$ cat src/nvc_pkg.sv
package nvc_pkg;

  // command opcodes
  localparam logic [1:0] NVC_OP_READ   = 2'h0;
  localparam logic [1:0] NVC_OP_WRITE  = 2'h1;
  localparam logic [1:0] NVC_OP_STORE  = 2'h2;
  localparam logic [1:0] NVC_OP_RECALL = 2'h3;

  localparam int NVC_AW = 15;
  localparam int NVC_DW = 8;
  localparam int NVC_TW = 17;

  typedef struct packed {
    logic [1:0]        op;
    logic [NVC_AW-1:0] addr;
    logic [NVC_DW-1:0] wdata;
  } nvc_cmd_t;

  // software sequence words, low fourteen address bits
  localparam logic [13:0] NVC_SEQ_A0     = 14'h0e38;
  localparam logic [13:0] NVC_SEQ_A1     = 14'h31c7;
  localparam logic [13:0] NVC_SEQ_A2     = 14'h03e0;
  localparam logic [13:0] NVC_SEQ_A3     = 14'h3c1f;
  localparam logic [13:0] NVC_SEQ_A4     = 14'h303f;
  localparam logic [13:0] NVC_SEQ_STORE  = 14'h0fc0;
  localparam logic [13:0] NVC_SEQ_RECALL = 14'h0c63;
  localparam logic [2:0]  NVC_SEQ_LAST   = 3'h5;

  // timing
  localparam int NVC_CLK_KHZ      = 10000;
  localparam int NVC_T_STORE_US   = 10000;
  localparam int NVC_T_RECALL_US  = 20;
  localparam int NVC_T_RESTORE_US = 650;
  localparam int NVC_STORE_CYC    = NVC_T_STORE_US * NVC_CLK_KHZ / 1000;
  localparam int NVC_RECALL_CYC   = NVC_T_RECALL_US * NVC_CLK_KHZ / 1000;
  localparam int NVC_RESTORE_CYC  = NVC_T_RESTORE_US * NVC_CLK_KHZ / 1000;
  // strobe low time; covers slowest access plus margin
  localparam logic [2:0] NVC_ACC_CYC = 3'h3;

  typedef enum logic [5:0] {
    NVC_S_PWR   = 6'h01,
    NVC_S_IDLE  = 6'h02,
    NVC_S_SETUP = 6'h04,
    NVC_S_ACC   = 6'h08,
    NVC_S_HOLD  = 6'h10,
    NVC_S_NVW   = 6'h20
  } nvc_state_t;

endpackage

$ cat src/nvc_sync.sv
`timescale 1ns/1ps
module nvc_sync #(
  parameter int WIDTH = 1
) (
  input  wire logic             sys_clk_i, // system clock
  input  wire logic             rst_i,     // sync reset, high
  input  wire logic [WIDTH-1:0] d_i,       // asynchronous inputs
  output logic      [WIDTH-1:0] q_o,       // third stage
  output logic      [WIDTH-1:0] stable_o   // stages two and three agree
);
  logic [WIDTH-1:0] s1_r;
  logic [WIDTH-1:0] s2_r;

  always_ff @(posedge sys_clk_i) begin
    if (rst_i) begin
      s1_r <= '0;
      s2_r <= '0;
      q_o  <= '0;
    end else begin
      s1_r <= d_i;
      s2_r <= s1_r;
      q_o  <= s2_r;
    end
  end

  assign stable_o = ~(s2_r ^ q_o);
endmodule

$ cat src/nvc_host.sv
`timescale 1ns/1ps
module nvc_host #(
  parameter int STORE_CYC   = nvc_pkg::NVC_STORE_CYC,
  parameter int RESTORE_CYC = nvc_pkg::NVC_RESTORE_CYC
) (
  input  wire logic              sys_clk_i,     // 10 MHz clock
  input  wire logic              rst_i,         // sync reset, high
  input  wire logic              cmd_valid_i,   // command offered
  input  wire nvc_pkg::nvc_cmd_t cmd_i,         // command
  output logic                   cmd_ready_o,   // command taken when high
  output logic                   rsp_valid_o,   // one-cycle completion
  output logic                   rsp_err_o,     // refused or aborted
  output logic [7:0]             rsp_data_o,    // read data
  input  wire logic              power_good_i,  // supply above trip, pin
  output logic [14:0]            addr_o,        // address pins
  output logic                   cs_n_o,        // chip_select_low
  output logic                   oe_n_o,        // output_drive_low
  output logic                   we_n_o,        // write_strobe_low
  input  wire logic [7:0]        data_lines_i,  // data_lines in
  output logic [7:0]             data_lines_o,  // data_lines out
  output logic                   data_lines_oe_n_o // low while host drives
);
  localparam logic [nvc_pkg::NVC_TW-1:0] T_STORE   = nvc_pkg::NVC_TW'(STORE_CYC);
  localparam logic [nvc_pkg::NVC_TW-1:0] T_RECALL  = nvc_pkg::NVC_TW'(nvc_pkg::NVC_RECALL_CYC);
  localparam logic [nvc_pkg::NVC_TW-1:0] T_RESTORE = nvc_pkg::NVC_TW'(RESTORE_CYC);

  nvc_pkg::nvc_state_t         st_r;
  logic [nvc_pkg::NVC_TW-1:0]  tm_r;
  logic [2:0]                  acc_r;
  logic [2:0]                  idx_r;
  logic                        seq_r;
  logic                        store_r;
  logic                        wr_r;
  logic [8:0]                  sync_q;
  logic [8:0]                  sync_ok;
  logic                        pg_r;

  nvc_sync #(.WIDTH(9)) u_sync (
    .sys_clk_i (sys_clk_i),
    .rst_i     (rst_i),
    .d_i       ({power_good_i, data_lines_i}),
    .q_o       (sync_q),
    .stable_o  (sync_ok)
  );

  ////////////////////////////////////////////////////////////////////////
  // decode
  // supply level only moves once stages two and three agree; a one-cycle dip is ignored
  wire       pg_w      = sync_ok[8] ? sync_q[8] : pg_r;
  wire [7:0] rd_w      = sync_q[7:0];
  wire       rd_ok_w   = &sync_ok[7:0];
  wire       take_w    = cmd_valid_i & cmd_ready_o;
  wire       is_nv_w   = cmd_i.op[1];
  wire       is_st_w   = cmd_i.op == nvc_pkg::NVC_OP_STORE;
  wire       refuse_w  = is_st_w & ~pg_w;
  wire       last_w    = idx_r == nvc_pkg::NVC_SEQ_LAST;
  wire       acc_done_w = (acc_r == 3'h0) & (wr_r | seq_r | rd_ok_w);
  wire [2:0] idx_nxt   = idx_r + 3'h1;
  // sixth word picks the transfer; bit 14 left low
  wire [13:0] sel_w    = (idx_nxt == 3'h1) ? nvc_pkg::NVC_SEQ_A1 :
                         (idx_nxt == 3'h2) ? nvc_pkg::NVC_SEQ_A2 :
                         (idx_nxt == 3'h3) ? nvc_pkg::NVC_SEQ_A3 :
                         (idx_nxt == 3'h4) ? nvc_pkg::NVC_SEQ_A4 :
                         store_r ? nvc_pkg::NVC_SEQ_STORE :
                         nvc_pkg::NVC_SEQ_RECALL;

  ////////////////////////////////////////////////////////////////////////
  // sequencer
  always_ff @(posedge sys_clk_i) begin
    if (rst_i) begin
      st_r              <= nvc_pkg::NVC_S_PWR;
      tm_r              <= '0;
      acc_r             <= 3'h0;
      idx_r             <= 3'h0;
      seq_r             <= 1'b0;
      store_r           <= 1'b0;
      wr_r              <= 1'b0;
      pg_r              <= 1'b0;
      cmd_ready_o       <= 1'b0;
      rsp_valid_o       <= 1'b0;
      rsp_err_o         <= 1'b0;
      rsp_data_o        <= 8'h00;
      addr_o            <= 15'h0000;
      cs_n_o            <= 1'b1;
      oe_n_o            <= 1'b1;
      we_n_o            <= 1'b1;
      data_lines_o      <= 8'h00;
      data_lines_oe_n_o <= 1'b1;
    end else begin
      rsp_valid_o <= 1'b0;
      pg_r        <= pg_w;
      case (st_r)
        nvc_pkg::NVC_S_PWR: begin
          // strobe kept high while the power-up recall runs
          we_n_o <= 1'b1;
          if (!pg_w) begin
            tm_r <= '0;
          end else if (tm_r == T_RESTORE) begin
            st_r        <= nvc_pkg::NVC_S_IDLE;
            cmd_ready_o <= 1'b1;
          end else begin
            tm_r <= tm_r + 1'b1;
          end
        end
        nvc_pkg::NVC_S_IDLE: begin
          if (!pg_w && !take_w) begin
            // supply dipped: device will recall again on return
            st_r        <= nvc_pkg::NVC_S_PWR;
            tm_r        <= '0;
            cmd_ready_o <= 1'b0;
          end else if (take_w && refuse_w) begin
            rsp_valid_o <= 1'b1;
            rsp_err_o   <= 1'b1;
          end else if (take_w) begin
            cmd_ready_o       <= 1'b0;
            rsp_err_o         <= 1'b0;
            seq_r             <= is_nv_w;
            store_r           <= is_st_w;
            wr_r              <= cmd_i.op == nvc_pkg::NVC_OP_WRITE;
            idx_r             <= 3'h0;
            addr_o            <= is_nv_w ? {1'b0, nvc_pkg::NVC_SEQ_A0} : cmd_i.addr;
            data_lines_o      <= cmd_i.wdata;
            data_lines_oe_n_o <= cmd_i.op != nvc_pkg::NVC_OP_WRITE;
            st_r              <= nvc_pkg::NVC_S_SETUP;
          end
        end
        nvc_pkg::NVC_S_SETUP: begin
          // address settled a cycle before the select falls
          cs_n_o <= 1'b0;
          we_n_o <= ~wr_r;
          oe_n_o <= wr_r | seq_r;
          acc_r  <= nvc_pkg::NVC_ACC_CYC;
          st_r   <= nvc_pkg::NVC_S_ACC;
        end
        nvc_pkg::NVC_S_ACC: begin
          if (acc_r != 3'h0) begin
            acc_r <= acc_r - 3'h1;
          end else if (acc_done_w) begin
            cs_n_o     <= 1'b1;
            we_n_o     <= 1'b1;
            oe_n_o     <= 1'b1;
            rsp_data_o <= rd_w;
            st_r       <= nvc_pkg::NVC_S_HOLD;
          end
        end
        nvc_pkg::NVC_S_HOLD: begin
          // address and data held one cycle past the strobe rise
          data_lines_oe_n_o <= 1'b1;
          if (seq_r && !last_w) begin
            idx_r  <= idx_nxt;
            addr_o <= {1'b0, sel_w};
            st_r   <= nvc_pkg::NVC_S_SETUP;
          end else if (seq_r) begin
            tm_r  <= store_r ? T_STORE : T_RECALL;
            st_r  <= nvc_pkg::NVC_S_NVW;
          end else begin
            rsp_valid_o <= 1'b1;
            cmd_ready_o <= 1'b1;
            st_r        <= nvc_pkg::NVC_S_IDLE;
          end
        end
        nvc_pkg::NVC_S_NVW: begin
          // pins left idle for the whole transfer
          if (store_r && !pg_w) begin
            rsp_valid_o <= 1'b1;
            rsp_err_o   <= 1'b1;
            seq_r       <= 1'b0;
            tm_r        <= '0;
            st_r        <= nvc_pkg::NVC_S_PWR;
          end else if (tm_r == '0) begin
            rsp_valid_o <= 1'b1;
            seq_r       <= 1'b0;
            cmd_ready_o <= 1'b1;
            st_r        <= nvc_pkg::NVC_S_IDLE;
          end else begin
            tm_r <= tm_r - 1'b1;
          end
        end
        default: begin
          st_r <= nvc_pkg::NVC_S_PWR;
        end
      endcase
    end
  end
endmodule

$ cat config.mk
export PLATFORM = sky130hd
export DESIGN_NAME = nvc_host
export DESIGN_NICKNAME = d
export VERILOG_FILES = /design/src/nvc_pkg.sv /design/src/nvc_sync.sv /design/src/nvc_host.sv
export SDC_FILE = /design/constraint.sdc
export NUM_CORES = 1
export LEC_CHECK = 0
export BUFFER_PORTS_ARGS = -buffer_cell sky130_fd_sc_hd__buf_2
export CAP_MARGIN = 20
export CORE_MARGIN = 4
export CORE_UTILIZATION = 55
export DETAILED_ROUTE_END_ITERATION = 6
export GPL_TIMING_DRIVEN = 0
export PLACE_DENSITY = 0.78
export RECOVER_POWER = 100
export SLEW_MARGIN = 20
export SYNTH_ARGS = -nofsm -noshare
export SYNTH_HDL_FRONTEND = slang
export SYNTH_SLANG_ARGS = --single-unit
$ cat constraint.sdc
create_clock -name sys_clk_i -period 4.5 [get_ports sys_clk_i]
set_input_delay 0.675 -clock sys_clk_i [delete_from_list [all_inputs] [get_ports sys_clk_i]]
set_output_delay 0.675 -clock sys_clk_i [all_outputs]
set_load 0.05 [all_outputs]
; Word level (Yosys, flattened, before mapping)
; Index checks and enable logic that the tools add are counted.
[totals]
regBits = 98
latchBits = 0
ram_bits = 0
rom_bits = 0
output_inout_bits = 38
mem_count = 0
[classes]
addsub = 4
mul = 0
n_div = 0
magnitude_cmp = 0
n_eq_ne = 37
shifts = 0
muxes = 76
n_bitwise = 12
n_reduce_logical = 28
[op_table]
columns = operator, count
row1 = 2-to-1 mux 17 bit, 8
row2 = 2-to-1 mux 15 bit, 5
row3 = one-hot mux 17 bit (4 select lines), 1
row4 = 2-to-1 mux 6 bit, 11
row5 = 2-to-1 mux 14 bit, 4
row6 = one-hot mux 6 bit (6 select lines), 1
row7 = inequality test 2 bit (second input constant), 16
row8 = one-hot mux 15 bit (2 select lines), 1
row9 = 2-to-1 mux 1 bit, 29
row10 = inequality test 3 bit (second input constant), 6
row11 = adder 17 x 1 -> 17 bit (second input constant), 1
row12 = equality test 17 x 13 -> 1 bit (second input constant), 1
row13 = zero test 17 bit, 1
row14 = subtractor 17 x 1 -> 17 bit (second input constant), 1
row15 = 2-to-1 mux 3 bit, 5
row16 = one-hot mux 3 bit (2 select lines), 2
row17 = AND reduction 4 bit, 3
row18 = 2-to-1 mux 10 bit, 1
row19 = one-hot mux 1 bit (2 select lines), 5
row20 = AND reduction 5 bit, 2
row21 = inverter 9 bit, 1
row22 = AND reduction 3 bit, 3
row23 = AND reduction 9 bit, 1
row24 = XOR 9 bit, 1
row25 = 29 further kinds, 47

; Longest topological paths before layout
[logic_depth]
word_depth = 9
ltp_mapped = 9
mapped_depth_nobuf = 8

; Cells and area by module
; A second synthesis with hierarchy kept.
[hier_totals]
hier_cells = 608
hier_area_um2 = 4982.3
[modules_own_cells]
columns = module, n_inst, cells_per_inst, area_each_um2, seq_area_each_um2
row1 = nvc_host, 1, 543, 4154.0, 1421.4
row2 = nvc_sync, 1, 65, 828.3, 540.5

; Worst setup path after synthesis
; No wires, ideal clock.
[synth_path]
path_type = register to register
start = register tm_r[0] (netlist name)
end = register tm_r[14] (netlist name)
setup_ns = 0.070
arrival_time_ns = 2.041
required_ns = 4.430
slack_ns = 2.388
path_stages_with_launch = 9
path_buffers = 1
synth_period_minus_slack_ns = 2.112
path_cell_list = dfxtp_1 -> inv_1 -> ha_1 -> clkbuf_1 -> and3_1 -> and3_1 -> or3_4 -> or3_1 -> a21oi_1
[synth_between]
elab_chain_cells = 4
elab_cells_between_ends = 12
classes_between = add/sub: 2 / eq/ne: 3 / mux: 5 / reduce/logical: 2
[synth_rtl]
columns = item, line
row1 = start: declaration, nvc_host.sv:28  ; logic [nvc_pkg::NVC_TW-1:0] tm_r;
row2 = start signal: assignment, nvc_host.sv:102  ; tm_r <= tm_r + 1'b1;
row3 = start signal: assignment, nvc_host.sv:154  ; tm_r <= store_r ? T_STORE : T_RECALL;
row4 = start signal: assignment, nvc_host.sv:176  ; tm_r <= tm_r - 1'b1;
row5 = subtractor 17 x 1 -> 17 bit or adder 17 x 1 -> 17 bit (tied branches), "nvc_host.sv:176, nvc_host.sv:102"
row6 = "2-to-1 mux 17 bit, on equally long branches", "nvc_host.sv:170, nvc_host.sv:98"
row7 = "2-to-1 mux 17 bit, on equally long branches", "nvc_host.sv:164, nvc_host.sv:96"
row8 = one-hot mux 17 bit (4 select lines), nvc_host.sv:92  ; case (st_r)
; Several ways; a longest one is shown, not always the timed one. The select of a mux whose other input is x is not followed.
; A chain may end at the register's enable or synchronous reset.

; Worst setup path in the final report
[layout_path]
start = register tm_r[0] (netlist name)
end = register tm_r[0] (netlist name)
; Same word-level chain as after synthesis.

==> reports/results.ini <==
[status]
status = finished, final reports clean

[worst_setup_path]
rr_worst_depth = 9
cp-end-kind = flop
path_delay_family = simple AND/OR/NAND/NOR gates
worstPathArrival_ns = 3.68
r2r-start = tm_r[0]
path_buf_inv = 3
crit_path_start_kind = flop
r2r_end = tm_r[0]
crit_chain = inv_1 > ha_1 > clkbuf_1 > and3_1 > and3_1 > nor3_1 > clkbuf_1 > o211ai_1 > a21oi_1
path_max_fanout = 10
crit_type = reg2reg
rrSetupSlack_ns = 1.13
startpoint = tm_r[0]
cpMaxStageDelayCell = nor3_1
crit_path_max_incr_delay_ns = 0.95
required_ns = 4.81

[sta]
slew_headroom_pct = 18.87
fmax_mhz = 296.6
clock_skew_ns = 0.01837
tightest_slew_ns = 1.208
final_max_slew_viol_count = 0
setup_tns_ns = 0
finalCritPeriodShare_pct = 74.93
rsz0062_at_grt = false
hold_viol = 0
finalWorstPathRequiredPeriod_ns = 3.372
setup_viol = 0

[placement]
place_hpwl_um = 10150
placed_cells = 768
place.gp.congestion = 0.9801
portBuffers = 73

[worst_hold_path]
min_path_cells = 1
holdCritPathClass = reg2reg
min-delay-start = u_sync.s1_r[5]
hold_end = u_sync.s2_r[5]

[clock_network]
htree_levels = 3
cts.clk_slew.worst_paths_ns = 0.11
clk_latency_ns = 0.38
root_buffer = clkbuf_8
cts.sinks = 98
cts_buffers = 9
cts_tree = built
post_cts_resize_count = 0
cts_hold_buf = 0
post_cts_buffers = 0
max-clock-path-buffers = 2

[detailed_routing]
ant_nets = 0
firstDrtPassIters = 6
drt_iter0_markers = 380
wl_per_cell_um = 17.90
vias = 4822
drt_wl_total_um = 14030
drc = 0
viasPerCell = 6.151

[synthesis]
synth-seq-cells = 98
syn_avg_cell_area_sq_um = 8.407
yosys.area.top_type_share_pct = 39.76
syn_area_sq_mm = 0.004935
async_flop_share_pct = 0
seq_area_frac_synth_pct = 39.76
syn_inst = 587
synth-main-ff-cell = dfxtp_1
synth.area.top_cells = dfxtp_1 (40%), nor2_1 (4.9%), a21oi_1 (4.2%)
synth-edff-count = 0
synth_area_leader_cell = dfxtp_1
yosysWarnings = 0
syn_nets = 633
synth.distinct_cells = 66

[final_layout]
area_growth_pct = 12.78
layout-drive-gt1-share_pct = 10.95
layout.cells.non_filler = 784
multiInputGateArea_sq_mm = 0.002674
final_cell_mix = dfxtp_1 (98), clkbuf_1 (72), nor2_1 (65), nand2_1 (41), a21oi_1 (41)
diodes = 0
fillers = 778
layout.nets = 717
regArea_sq_mm = 0.001962
layout_commonest_cell = dfxtp_1

[global_route]
grt_pass1_wl_um = 22610
grt-ovfl-total = 0
grt_pass1_vias = 4644
grt_start_max_net_pins = 21
grt.total_usage_pct = 27.26
antenna_found_initial = 0

[floorplanning]
core.rowCount = 34
die_y_um = 102.7
start_util_pct = 56.59
die_w_um = 102.7
ios = 75
coreArea_sq_mm = 0.008721
die-area_sq_mm = 0.01055

[power_and_ir_drop]
power.total_mw = 1.692
p_leak_nw = 2.026
ir_drop_v = 0.0001894
power.density_mw_per_mm2 = 304.0

[run]
max-cap-violations = 0

kinds of logic (layout without fill, tap and decap cells):
| family | Yosys count | count (layout) | share of synthesized area [%] |
|---|---|---|---|
| simple gates | 239 | 239 | 25.99 |
| flops | 98 | 98 | 39.76 |
| compound gates | 150 | 150 | 20.39 |
| fa+ha+maj | 10 | 10 | 2.510 |
| buf+inv | 61 | 150 | 5.781 |
| xor+xnor | 12 | 12 | 2.130 |
| mux | 17 | 17 | 3.448 |
final cells by class:
cell class	instances	share of cell area [%]
clock inverters	7	1.461
repair buffers	73	5.710
clock buffers	9	2.226
well taps	108	2.428
flip-flops and latches	98	35.25
multi-input cells	428	48.04
inverters	18	1.214
plain buffers	43	3.665
metal layers:
metal	part of all wire, %	wire [um]	vias to the layer above	track usage (%)
li1	-	-	2290	-
met1	43	6005	2246	36.31
met2	45	6380	252	43.45
met3	9.3	1310	34	5.683
met4	2.4	337	0	10.49
met5	0	0	-	0
worst max path at each step:
stage	endpoint	slack, ns	cells past startpoint
finish	tm_r[0]	1.13	9
global route	tm_r[10]	1.02	9
global placement	tm_r[10]	1.96	8
detailed placement	addr_o[13]	1.92	7
CTS	addr_o[13]	1.89	7
floorplan	tm_r[14]	2.39	8
registers in the layout (all words and copies together) (netlist names), 3 cells and up:
register / cells
u_sync.s1_r: 9
st_r: 6
acc_r: 3
addr_o: 15
u_sync.s2_r: 9
u_sync.q_o: 9
rsp_data_o: 8
idx_r: 3
tm_r: 17
data_lines_o: 8
where the power goes:
part           internal (mW)  leakage (nW)  switching (mW)
Clock                  0.224         0.104           0.374
Combinational         0.0808          1.13           0.116
Sequential             0.884         0.794          0.0129
Total                   1.19          2.03           0.503
cell usage after synthesis (5+ instances only):
| master | number |
|---|---|
| o21ai_0 | 33 |
| a21oi_1 | 41 |
| nor3_1 | 18 |
| nor2b_1 | 31 |
| clkbuf_1 | 27 |
| ha_1 | 9 |
| o31ai_1 | 5 |
| inv_1 | 18 |
| mux2i_1 | 17 |
| buf_6 | 6 |
| o211ai_1 | 9 |
| xnor2_1 | 10 |
| nor4_1 | 10 |
| nor2_1 | 65 |
| nand4_1 | 10 |
| nand3_1 | 18 |
| nand2b_1 | 5 |
| nand2_1 | 41 |
| o311ai_0 | 5 |
| and2_1 | 8 |
| a211oi_1 | 13 |
| dfxtp_1 | 98 |
| a31oi_1 | 5 |
| and3_1 | 8 |
| buf_2 | 9 |
per-stage QoR:
| step | area, sq um | hold slack, ns | setup slack [ns] | utilization, % |
|---|---|---|---|---|
| after global routing | 5565 | 0.4639 | 1.017 | 63.82 |
| after floorplan | 4935 | 0.4138 | 2.388 | - |
| final | 5565 | 0.4430 | 1.128 | 63.82 |
| after detailed placement | 5435 | 0.4242 | 1.921 | 62.32 |
| after global placement | 5435 | 0.4171 | 1.961 | 62.32 |
| after CTS | 5640 | 0.4450 | 1.892 | 64.68 |
Note: power is estimated with default switching activity, not from simulation.
